==> src/eyesc_regs.svh <==
// Register offsets, field positions, reset values and counts of the eye-scan engine.
// Assumes byte addresses on a 32-bit APB bus, four times the printed register index.
`ifndef EYESC_REGS_SVH
`define EYESC_REGS_SVH

`define EYESC_IDX_RUN        12'h1f0
`define EYESC_IDX_CTRL       12'h1f1
`define EYESC_IDX_PHASE      12'h1f2
`define EYESC_IDX_VOLT       12'h1f3
`define EYESC_IDX_SLOT       12'h1f4
`define EYESC_IDX_CLR        12'h1f5
`define EYESC_IDX_DONE       12'h1f6
`define EYESC_IDX_OUTCOME    12'h200
`define EYESC_IDX_COUNT      12'h210
`define EYESC_ADDR_W         14

`define EYESC_MODE_LSB       0
`define EYESC_MODE_W         4
`define EYESC_LEN_LSB        4
`define EYESC_LEN_W          2
`define EYESC_PHASE_W        7
`define EYESC_VOLT_W         6
`define EYESC_SLOT_W         5
`define EYESC_SLOT_LAST      5'h13
`define EYESC_REG_RESET      8'h00

`define EYESC_LEN0           17'h0007f
`define EYESC_LEN1           17'h00408
`define EYESC_LEN2           17'h01fff
`define EYESC_LEN3           17'h0ffff
`define EYESC_SAMPLE_W       17
`define EYESC_COUNT_W        16
`define EYESC_COUNT_MAX      16'hffff
`define EYESC_VOLT_MAX       6'h1f
`define EYESC_VOLT_MIN       6'h20

`endif

==> src/eyesc_pkg.sv <==
// Types shared by the eye-scan engine files.
// Assumes the register header is compiled alongside.
package eyesc_pkg;

	typedef enum logic [3:0] {
		EYESC_OFF       = 4'b0000,
		EYESC_CMP_ALL   = 4'b0001,
		EYESC_CMP_ZERO  = 4'b0010,
		EYESC_CMP_ONE   = 4'b0011,
		EYESC_CNT_ONE   = 4'b0100,
		EYESC_AVG_ZERO  = 4'b1000,
		EYESC_OUT_ZERO  = 4'b1001,
		EYESC_IN_ZERO   = 4'b1010,
		EYESC_AVG_ONE   = 4'b1100,
		EYESC_OUT_ONE   = 4'b1101,
		EYESC_IN_ONE    = 4'b1110
	} eyesc_mode_type;

	typedef enum logic [1:0] {
		EYESC_IDLE = 2'b00,
		EYESC_SCAN = 2'b01,
		EYESC_DONE = 2'b10
	} eyesc_state_type;

	typedef struct packed {
		logic                    data_bit;
		logic                    scan_bit;
		logic [4:0]              slot;
	} eyesc_sample_type;

	typedef struct packed {
		logic signed [6:0]       phase;
		logic signed [5:0]       volt;
	} eyesc_offset_type;

endpackage

==> src/eyesc_engine.sv <==
// Eye-scan engine top: APB register file, offset outputs and LANES lane engines (two by default).
// Assumes the lane samples arrive on the receive lane clock, which is clock_i.
`timescale 1ns/1ps
`default_nettype none
`include "eyesc_regs.svh"

module eyesc_engine #(
	parameter int LANES = 2
) (
	input  wire logic                                   clock_i,
	input  wire logic                                   rst_n_i,
	input  wire logic                                   psel,
	input  wire logic                                   penable,
	input  wire logic                                   pwrite,
	input  wire logic [`EYESC_ADDR_W-1:0]               paddr,
	input  wire logic [31:0]                            pwdata,
	output logic [31:0]                                 prdata,
	output logic                                        pready,
	output logic                                        pslverr,
	input  wire logic [LANES-1:0]                       lane_data_i,
	input  wire logic [LANES-1:0]                       lane_scan_i,
	output logic [LANES-1:0]                            lane_data_o,
	output logic [`EYESC_SLOT_W-1:0]                    bit_slot_o,
	output eyesc_pkg::eyesc_offset_type                 sampler_offset_o,
	output logic [`EYESC_SLOT_W-1:0]                    slot_count_o
);

	// ------------------------------------------------------------
	// Registers
	// ------------------------------------------------------------
	logic                                 scan_run;
	logic [7:0]                           eye_scan_control;
	logic [7:0]                           eye_scan_phase_offset;
	logic [7:0]                           eye_scan_voltage_offset;
	logic [7:0]                           eye_scan_bit_slot;
	logic                                 mismatch_count_clear;
	logic                                 clear_prev;
	logic [LANES-1:0]                     scan_done_flag;
	logic [LANES-1:0][`EYESC_COUNT_W-1:0] mismatch_count;
	logic [LANES-1:0][`EYESC_VOLT_W-1:0]  auto_voltage_outcome;

	function automatic logic hit(input logic [`EYESC_ADDR_W-1:0] a, input logic [11:0] idx);
		hit = (a == `EYESC_ADDR_W'({idx, 2'b00}));
	endfunction

	wire logic [`EYESC_ADDR_W-3:0] word = paddr[`EYESC_ADDR_W-1:2];
	wire logic sel_run   = hit(paddr, `EYESC_IDX_RUN);
	wire logic sel_ctrl  = hit(paddr, `EYESC_IDX_CTRL);
	wire logic sel_phase = hit(paddr, `EYESC_IDX_PHASE);
	wire logic sel_volt  = hit(paddr, `EYESC_IDX_VOLT);
	wire logic sel_slot  = hit(paddr, `EYESC_IDX_SLOT);
	wire logic sel_clr   = hit(paddr, `EYESC_IDX_CLR);
	wire logic sel_done  = hit(paddr, `EYESC_IDX_DONE);
	wire logic [`EYESC_ADDR_W-3:0] out_off = word - (`EYESC_ADDR_W-2)'(`EYESC_IDX_OUTCOME);
	wire logic [`EYESC_ADDR_W-3:0] cnt_off = word - (`EYESC_ADDR_W-2)'(`EYESC_IDX_COUNT);
	wire logic sel_out   = (paddr[1:0] == 2'b00) && (out_off < (`EYESC_ADDR_W-2)'(LANES));
	wire logic sel_cnt   = (paddr[1:0] == 2'b00) && (cnt_off < (`EYESC_ADDR_W-2)'(LANES));
	wire logic mapped = sel_run | sel_ctrl | sel_phase | sel_volt | sel_slot | sel_clr |
	                    sel_done | sel_out | sel_cnt;
	wire logic wr = psel && penable && pwrite && mapped;
	wire logic settings_locked = scan_run;

	assign pready  = 1'b1;
	assign pslverr = psel && penable && !mapped;

	always_ff @(posedge clock_i or negedge rst_n_i) begin
		if (!rst_n_i) begin
			scan_run                <= 1'b0;
			eye_scan_control        <= `EYESC_REG_RESET;
			eye_scan_phase_offset   <= `EYESC_REG_RESET;
			eye_scan_voltage_offset <= `EYESC_REG_RESET;
			eye_scan_bit_slot       <= `EYESC_REG_RESET;
			mismatch_count_clear    <= 1'b0;
		end else if (wr) begin
			if (sel_run) scan_run <= pwdata[0];
			if (sel_clr) mismatch_count_clear <= pwdata[0];
			if (sel_ctrl && !settings_locked) eye_scan_control <= {2'b00, pwdata[5:0]};
			if (sel_phase && !settings_locked) eye_scan_phase_offset <= pwdata[7:0];
			if (sel_volt && !settings_locked) eye_scan_voltage_offset <= pwdata[7:0];
			if (sel_slot && !settings_locked) eye_scan_bit_slot <= pwdata[7:0];
		end
	end

	always_ff @(posedge clock_i or negedge rst_n_i) begin
		if (!rst_n_i) begin
			clear_prev <= 1'b0;
		end else begin
			clear_prev <= mismatch_count_clear;
		end
	end
	wire logic clear_pulse = clear_prev && !mismatch_count_clear;

	// ------------------------------------------------------------
	// Read mux
	// ------------------------------------------------------------
	always_ff @(posedge clock_i or negedge rst_n_i) begin
		if (!rst_n_i) begin
			prdata <= '0;
		end else if (psel && !penable && !pwrite) begin
			prdata <= sel_run   ? 32'(scan_run) :
			          sel_ctrl  ? 32'(eye_scan_control) :
			          sel_phase ? 32'(eye_scan_phase_offset) :
			          sel_volt  ? 32'(eye_scan_voltage_offset) :
			          sel_slot  ? 32'(eye_scan_bit_slot) :
			          sel_clr   ? 32'(mismatch_count_clear) :
			          sel_done  ? 32'(scan_done_flag) :
			          sel_out   ? 32'(auto_voltage_outcome[out_off[$clog2(LANES+1)-1:0]]) :
			          sel_cnt   ? 32'(mismatch_count[cnt_off[$clog2(LANES+1)-1:0]]) : 32'h00000000;
		end
	end

	// ------------------------------------------------------------
	// Bit slot tracking and sampler offsets
	// ------------------------------------------------------------
	logic [`EYESC_SLOT_W-1:0] slot_count;
	always_ff @(posedge clock_i or negedge rst_n_i) begin
		if (!rst_n_i) begin
			slot_count <= '0;
		end else begin
			slot_count <= (slot_count == `EYESC_SLOT_LAST) ? '0 : slot_count + `EYESC_SLOT_W'(1);
		end
	end
	wire logic slot_hit = (slot_count == eye_scan_bit_slot[`EYESC_SLOT_W-1:0]);
	wire logic auto_mode = eye_scan_control[3];

	always_ff @(posedge clock_i or negedge rst_n_i) begin
		if (!rst_n_i) begin
			sampler_offset_o <= '0;
			bit_slot_o       <= '0;
			slot_count_o     <= '0;
			lane_data_o      <= '0;
		end else begin
			sampler_offset_o.phase <= eye_scan_phase_offset[`EYESC_PHASE_W-1:0];
			sampler_offset_o.volt  <= auto_mode ? auto_voltage_outcome[0]
			                                    : eye_scan_voltage_offset[`EYESC_VOLT_W-1:0];
			bit_slot_o   <= eye_scan_bit_slot[`EYESC_SLOT_W-1:0];
			slot_count_o <= slot_count;
			lane_data_o  <= lane_data_i;
		end
	end

	// ------------------------------------------------------------
	// Lanes
	// ------------------------------------------------------------
	logic [LANES-1:0] scan_q1, scan_q2;
	always_ff @(posedge clock_i or negedge rst_n_i) begin
		if (!rst_n_i) begin
			scan_q1 <= '0;
			scan_q2 <= '0;
		end else begin
			scan_q1 <= lane_scan_i;
			scan_q2 <= scan_q1;
		end
	end

	wire logic [`EYESC_SAMPLE_W-1:0] length =
		(eye_scan_control[5:4] == 2'h0) ? `EYESC_LEN0 :
		(eye_scan_control[5:4] == 2'h1) ? `EYESC_LEN1 :
		(eye_scan_control[5:4] == 2'h2) ? `EYESC_LEN2 : `EYESC_LEN3;

	genvar g;
	generate
		for (g = 0; g < LANES; g++) begin : g_lane
			eyesc_lane u_lane (
				.clock_i    (clock_i),
				.rst_n_i    (rst_n_i),
				.run_i      (scan_run),
				.clear_i    (clear_pulse),
				.mode_i     (eye_scan_control[3:0]),
				.length_i   (length),
				.slot_hit_i (slot_hit),
				.sample_i   ({lane_data_i[g], scan_q2[g], slot_count}),
				.done_o     (scan_done_flag[g]),
				.count_o    (mismatch_count[g]),
				.outcome_o  (auto_voltage_outcome[g])
			);
		end
	endgenerate
endmodule
`default_nettype wire

==> src/eyesc_lane.sv <==
// One lane of the eye-scan engine: sample counting, mismatch counting and voltage search.
// Assumes sample inputs on the engine clock; run and mode stay fixed while a scan runs.
`timescale 1ns/1ps
`default_nettype none
`include "eyesc_regs.svh"

module eyesc_lane (
	input  wire logic                        clock_i,
	input  wire logic                        rst_n_i,
	input  wire logic                        run_i,
	input  wire logic                        clear_i,
	input  wire logic [3:0]                  mode_i,
	input  wire logic [`EYESC_SAMPLE_W-1:0]  length_i,
	input  wire logic                        slot_hit_i,
	input  wire eyesc_pkg::eyesc_sample_type sample_i,
	output logic                             done_o,
	output logic [`EYESC_COUNT_W-1:0]        count_o,
	output logic [`EYESC_VOLT_W-1:0]         outcome_o
);

	// ------------------------------------------------------------
	// Sample qualification
	// ------------------------------------------------------------
	eyesc_pkg::eyesc_state_type      state;
	logic [`EYESC_SAMPLE_W-1:0]      seen;
	wire  logic d = sample_i.data_bit;
	wire  logic e = sample_i.scan_bit;
	wire  logic auto_mode = mode_i[3];
	wire  logic want_one  = mode_i[2];
	wire  logic zero_only = (mode_i == 4'h2) || (auto_mode && !want_one);
	wire  logic one_only  = (mode_i == 4'h3) || (auto_mode && want_one);
	wire  logic valid_mode = (mode_i inside {4'h1, 4'h2, 4'h3, 4'h4, 4'h8, 4'h9, 4'ha, 4'hc, 4'hd, 4'he});
	wire  logic take = (state == eyesc_pkg::EYESC_SCAN) && slot_hit_i &&
	                   !(zero_only && d) && !(one_only && !d);
	wire  logic bump = take && ((mode_i == 4'h4) ? e : (!auto_mode && (d != e)));
	wire  logic last = take && (seen == length_i - `EYESC_SAMPLE_W'(1));
	wire  logic [1:0] kind = mode_i[1:0];
	wire  logic above = e == d;
	wire  logic step_up = (kind == 2'h0) ? (want_one ? above : !above) :
	                      (kind == 2'h1) ? want_one  : !want_one;
	wire  logic may_move = (kind == 2'h0) || (kind == 2'h1 ? above : !above);
	wire  logic start = (state == eyesc_pkg::EYESC_IDLE) && run_i && valid_mode;
	wire  logic [`EYESC_VOLT_W-1:0] seed = (kind == 2'h0) ? '0 : (step_up ? `EYESC_VOLT_MIN : `EYESC_VOLT_MAX);

	// ------------------------------------------------------------
	// Run sequencing
	// ------------------------------------------------------------
	always_ff @(posedge clock_i or negedge rst_n_i) begin
		if (!rst_n_i) begin
			state <= eyesc_pkg::EYESC_IDLE;
			seen  <= '0;
		end else begin
			case (state)
				eyesc_pkg::EYESC_IDLE: begin
					seen <= '0;
					if (run_i && valid_mode) begin
						state <= eyesc_pkg::EYESC_SCAN;
					end
				end
				eyesc_pkg::EYESC_SCAN: begin
					if (!run_i) begin
						state <= eyesc_pkg::EYESC_IDLE;
					end else if (last) begin
						state <= eyesc_pkg::EYESC_DONE;
					end
					if (take) begin
						seen <= seen + `EYESC_SAMPLE_W'(1);
					end
				end
				eyesc_pkg::EYESC_DONE: begin
					if (!run_i) begin
						state <= eyesc_pkg::EYESC_IDLE;
					end
				end
				default: state <= eyesc_pkg::EYESC_IDLE;
			endcase
		end
	end

	assign done_o = (state == eyesc_pkg::EYESC_DONE);

	// ------------------------------------------------------------
	// Counter and voltage search
	// ------------------------------------------------------------
	wire logic signed [`EYESC_VOLT_W-1:0] vs = outcome_o;
	wire logic at_max = (outcome_o == `EYESC_VOLT_MAX);
	wire logic at_min = (outcome_o == `EYESC_VOLT_MIN);

	always_ff @(posedge clock_i or negedge rst_n_i) begin
		if (!rst_n_i) begin
			count_o   <= '0;
			outcome_o <= '0;
		end else begin
			if (clear_i) begin
				count_o <= '0;
			end else if (bump && count_o != `EYESC_COUNT_MAX) begin
				count_o <= count_o + `EYESC_COUNT_W'(1);
			end
			if (start && auto_mode) begin
				outcome_o <= seed;
			end else if (take && auto_mode && may_move) begin
				if (step_up && !at_max) begin
					outcome_o <= `EYESC_VOLT_W'(vs + 6'sd1);
				end else if (!step_up && !at_min) begin
					outcome_o <= `EYESC_VOLT_W'(vs - 6'sd1);
				end
			end
		end
	end
endmodule
`default_nettype wire

==> config.mk <==
export PLATFORM = sky130hd
export DESIGN_NAME = eyesc_engine
export DESIGN_NICKNAME = d
export VERILOG_FILES = /design/src/eyesc_pkg.sv /design/src/eyesc_engine.sv /design/src/eyesc_lane.sv
export VERILOG_INCLUDE_DIRS = /design/src /design/src/src
export SDC_FILE = /design/constraint.sdc
export NUM_CORES = 1
export LEC_CHECK = 0
export BUFFER_PORTS_ARGS = -buffer_cell sky130_fd_sc_hd__buf_4
export CORE_ASPECT_RATIO = 1.75
export CORE_MARGIN = 2
export CORE_UTILIZATION = 33
export CTS_BUF_LIST = sky130_fd_sc_hd__clkbuf_4 sky130_fd_sc_hd__clkbuf_8
export DETAILED_ROUTE_END_ITERATION = 10
export RECOVER_POWER = 50
export SLEW_MARGIN = 15
export SYNTH_ARGS = -nofsm -noshare
export SYNTH_HDL_FRONTEND = slang
export SYNTH_SLANG_ARGS = --single-unit
==> constraint.sdc <==
create_clock -name clock_i -period 2.2 [get_ports clock_i]
set_input_delay 0.44 -clock clock_i [delete_from_list [all_inputs] [get_ports clock_i]]
set_output_delay 0.44 -clock clock_i [all_outputs]
set_load 0.03 [all_outputs]
==> results.md <==
- The flow ran to the end, but the final reports show violations.
- The checks that failed: negative setup slack.
- After floorplanning, the core was divided into 80 placement rows.
- The share of the Yosys chip area taken by registers is 0.4540.
- Counting flops and latches in the post-synthesis netlist gives 165.
- The detail route stage leaves a number of antenna-violating nets equal to 0.
- The overall power is 5.924 mW.
- Along the worst path, the maximum fanout reaches 5.
- The netlist uses 80 different library cells.
- At the end of routability-driven placement, the weighted congestion stood at 0.9127.
- TritonCTS built the clock tree.
- The count of flip-flops with a built-in enable after synthesis is 0.
- The delay of the slowest critical-path stage is 0.46 ns.
- By area the synthesized netlist is led by sky130_fd_sc_hd__dfrtp_1 45%, sky130_fd_sc_hd__mux2_2 5.3%, sky130_fd_sc_hd__mux2i_1 4.0%.
- The area of the mapped netlist is 9094 um2.
- The share of the synthesized area in the top cell type is 0.4540.
- The signed area change from the synthesized netlist to the final layout is 33.20%.
- The count of cells along the worst hold path is 1.
- The worst path arrival time is 2.83 ns.
- The tightest min-delay check is of the input port to flop type.
- In the final layout, the share of cells above drive strength 1 is 0.3444.
- CTS built an H-tree with a depth of 4.
- The critical path goes through buf_4 -> o21ba_4 -> or3_4 -> fa_2 -> a21o_1 -> a21oi_2 -> xnor2_1 -> mux2i_1 -> a21oi_1.
- Across all layers, the routed design uses 7996 vias.
- The effective utilization at floorplan is 0.3340.
- The final-report setup violation count is 24.
- In the final design database the tool counted 1206 nets.
- The final wirelength is 26.97 mm.
- For flop-to-flop paths, the worst setup slack is -0.22 ns.
- Summed over all instances, the cell type with the most area after synthesis is sky130_fd_sc_hd__dfrtp_1.
- The iteration-0 DRC count of the detailed router is 475.
- In the global route stage, overall resource usage came out at 0.1915.
- Dividing the synthesized area by the synthesized cell count gives 10.04 um2.
- Counting I/O delays and the setup requirement, the final critical path takes 2.420 ns.
- The final HPWL from detailed placement is 19.94 mm.
- The proportion of register bits with asynchronous set or reset after synthesis is 1.000.
- The sum of overflow across all layers after global routing is 0.
- The worst setup margin is -0.2196 ns.
- The final worst clock skew is 0.01332 ns.
- For this design the top-level I/O count stands at 114.
- The clock network latency to the later pin of the worst-skew pair is 0.49 ns.
- The cell count after synthesis came out at 906.
- The depth of the worst register-to-register path is 9.
- The detailed-routing iteration count for the pre-antenna-repair pass is 5.
- The clock root buffer master is sky130_fd_sc_hd__clkbuf_8.
- The die area is 28950 um2.
- The worst-case headroom to the max-slew limit is 0.2901.
- The worst setup path is of the flop to flop kind.
- For this design the static power due to leakage is 5.252 nW.
- The tree built by TritonCTS fans out to 165 sinks.
- For this run, design rule violations remaining after detail routing come to 0.
- The via count of the first global-routing pass is 8083.
- For this design, the slowest cell found on the critical path is sky130_fd_sc_hd__dfrtp_2.
- At the pin with the least slew margin, the transition time is 1.065 ns.
- The type of destination of the critical path is a flop.
- In this run the cell area measured after placement is 11120 um2.
- The number of antenna violations at the first check in global routing is 0.
- Timing would allow up to 413.3 MHz.
- No sink is reached through more buffers than the 2 on the longest clock path.
- Setup repair after global routing could not meet its margin everywhere.
- STA puts the critical path data required time at 2.61 ns.
- The routed wirelength normalized by instance count is 17.78 um.
- The number of clock buffers inserted by TritonCTS is 17.
- In this run the critical register-to-register path is captured at g_lane[0].u_lane.outcome_o[4].
- The die height is 223.6 um.
- The core outline area is 27230 um2.
- The worst register-to-register path begins at eye_scan_control[0].
- After detailed routing, the number of vias per cell comes to 5.271.
- The die is 129.5 um wide.
- Power spread over the standard cell area amounts to 489.1 nW/um2.
- The element type at the critical path start is a flop.
- The final critical-path share of the clock period is 1.100.
- The layout filler cell count is 2614.
- The primary flip-flop cell chosen by synthesis mapping is sky130_fd_sc_hd__dfrtp_1.
- For this run, the number of Yosys warnings is 0.
- The start point of the worst hold path is lane_scan_i[0].
- After clock tree synthesis, the clock-pin slew on the worst setup and hold paths is 0.09 ns.
- The final hold violation count is 0.
- Max-cap violations in this run came to 0.
- The worst hold path terminates at scan_q1[0].
- Entering global routing, the biggest net connects 49 pins.
- IR analysis of the VDD net gives a maximum drop of 0.3521 mV.
- The post-route standard cell area excluding fillers is 12110 um2.
- The first global-routing pass estimated 43.16 mm of wire.
- Port buffering added 72 buffers.
- The max-slew violation count is 0.
==> power by group <==
part	leakage (nW)	switching, mW	internal, mW	total [mW]
clock	0.199	1.22	1.06	2.28
sequential	2.20	0.0102	3.04	3.05
combinational	2.85	0.333	0.257	0.591
==> critical path, delay by kind of cell, from the launching register on <==
family          cells  cell delay [ns]
compound gates      4             0.70
xor+xnor            1             0.13
fa+ha+maj           1             0.37
buf+inv             1             0.15
flops               1             0.46
mux                 1             0.10
simple gates        1             0.44
==> worst max path at each step <==
stage	to	depth (start not counted)	startpoint	slack, ns
floorplan	g_lane[0].u_lane.outcome_o[4]	9	scan_q2[0]	-0.07
global placement	g_lane[1].u_lane.outcome_o[5]	12	lane_data_i[1]	-0.31
detailed placement	g_lane[1].u_lane.outcome_o[5]	12	lane_data_i[1]	-0.35
CTS	g_lane[0].u_lane.outcome_o[5]	9	scan_q2[0]	-0.17
global route	g_lane[0].u_lane.outcome_o[4]	10	eye_scan_control[1]	-0.31
finish	g_lane[0].u_lane.outcome_o[4]	9	eye_scan_control[0]	-0.22
==> layer usage <==
layer / part of all wire / global-route usage / vias to the layer above
li1: - / - / 3749
met1: 0.38 / 0.2173 / 3973
met2: 0.54 / 0.3428 / 208
met3: 0.038 / 0.03344 / 66
met4: 0.043 / 0.09122 / 0
met5: 0 / 0 / -
==> final cells by class <==
cell class                      count  area, um2  share of cell area
Antenna cell                        1      2.502           0.0002066
Tap cell                          369      461.7             0.03812
Inverter                           15      56.30            0.004648
Multi-Input combinational cell    687       5166              0.4265
Clock inverter                     13      143.9             0.01188
Timing Repair Buffer              248       1896              0.1565
Sequential cell                   165       4131              0.3411
Clock buffer                       19      255.2             0.02107
==> layout by cell type, fill, tap and decap left out, drive strengths merged, types with 30 or more instances in the layout <==
| cell | count |
|---|---|
| a21oi | 46 |
| buf | 230 |
| clkbuf | 36 |
| dfrtp | 165 |
| mux2 | 44 |
| mux2i | 36 |
| nand2 | 61 |
| nand3 | 45 |
| nor2 | 67 |
| o21ai | 59 |
| xnor2 | 30 |
==> per-stage QoR <==
| stage | setup TNS (ns) | std cells | utilization | hold WS, ns | setup WS, ns |
|---|---|---|---|---|---|
| floorplan | -0.2396 | 921 | - | 0.1444 | -0.07319 |
| detailed placement | -9.987 | 1462 | 0.4083 | 0.3364 | -0.3476 |
| global route | -7.027 | 1516 | 0.4448 | 0.06436 | -0.3077 |
| global placement | -7.708 | 1462 | 0.4083 | 0.3412 | -0.3101 |
| CTS | -0.7638 | 1507 | 0.4375 | 0.02349 | -0.1684 |
| finish | -1.706 | 1517 | 0.4449 | 0.08312 | -0.2196 |
==> registers in the layout (all words and copies together) (netlist names) <==
signal and count:
eye_scan_bit_slot 8, scan_q1 2, slot_count_o 5, sampler_offset_o 13, bit_slot_o 5, clear_prev 1
slot_count 5, prdata 16, eye_scan_phase_offset 8, scan_q2 2, g_lane.u_lane.state 4, g_lane.u_lane.seen 34
mismatch_count_clear 1, eye_scan_control 6, g_lane.u_lane.count_o 32, scan_run 1, g_lane.u_lane.outcome_o 12, eye_scan_voltage_offset 8
lane_data_o 2
==> timing repair <==
item	4_1_cts	5_1_grt
resized for setup	62	34
hold endpoints to repair	37	0
hold buffers	1	0
buffers inserted	14	11
pin swaps	38	31
gates cloned	1	0
setup endpoints to repair	44	46
==> cell usage after synthesis, drive strengths merged (6+ instances only) <==
library cell	n
ha	15
nor2	67
nor2b	10
mux2	44
and4	8
dfrtp	165
a21o	6
xnor2	30
or3	25
inv	15
and2	7
nand2	61
nand4	25
nor4	12
mux2i	36
a211oi	6
xor2	23
o21ai	59
a2111oi	8
a31oi	11
clkbuf	22
nor3	23
a21oi	46
or4	10
buf	32
nand2b	8
and3	9
nand3	45
nor3b	6
o31ai	20
==> kinds of logic (layout without fill, tap and decap cells) <==
family	count (synthesis)	in the layout	synth area share
AO/OA/AOI/OAI	191	191	0.1350
XOR/XNOR	53	53	0.05435
adder cells (fa/ha/maj)	17	17	0.02504
buffers and inverters	69	295	0.03825
flip-flops	165	165	0.4540
multiplexers	80	80	0.09411
other	2	18	0.0008258
AND/OR/NAND/NOR	329	329	0.1984
Note: power is estimated with default switching activity, not from simulation.
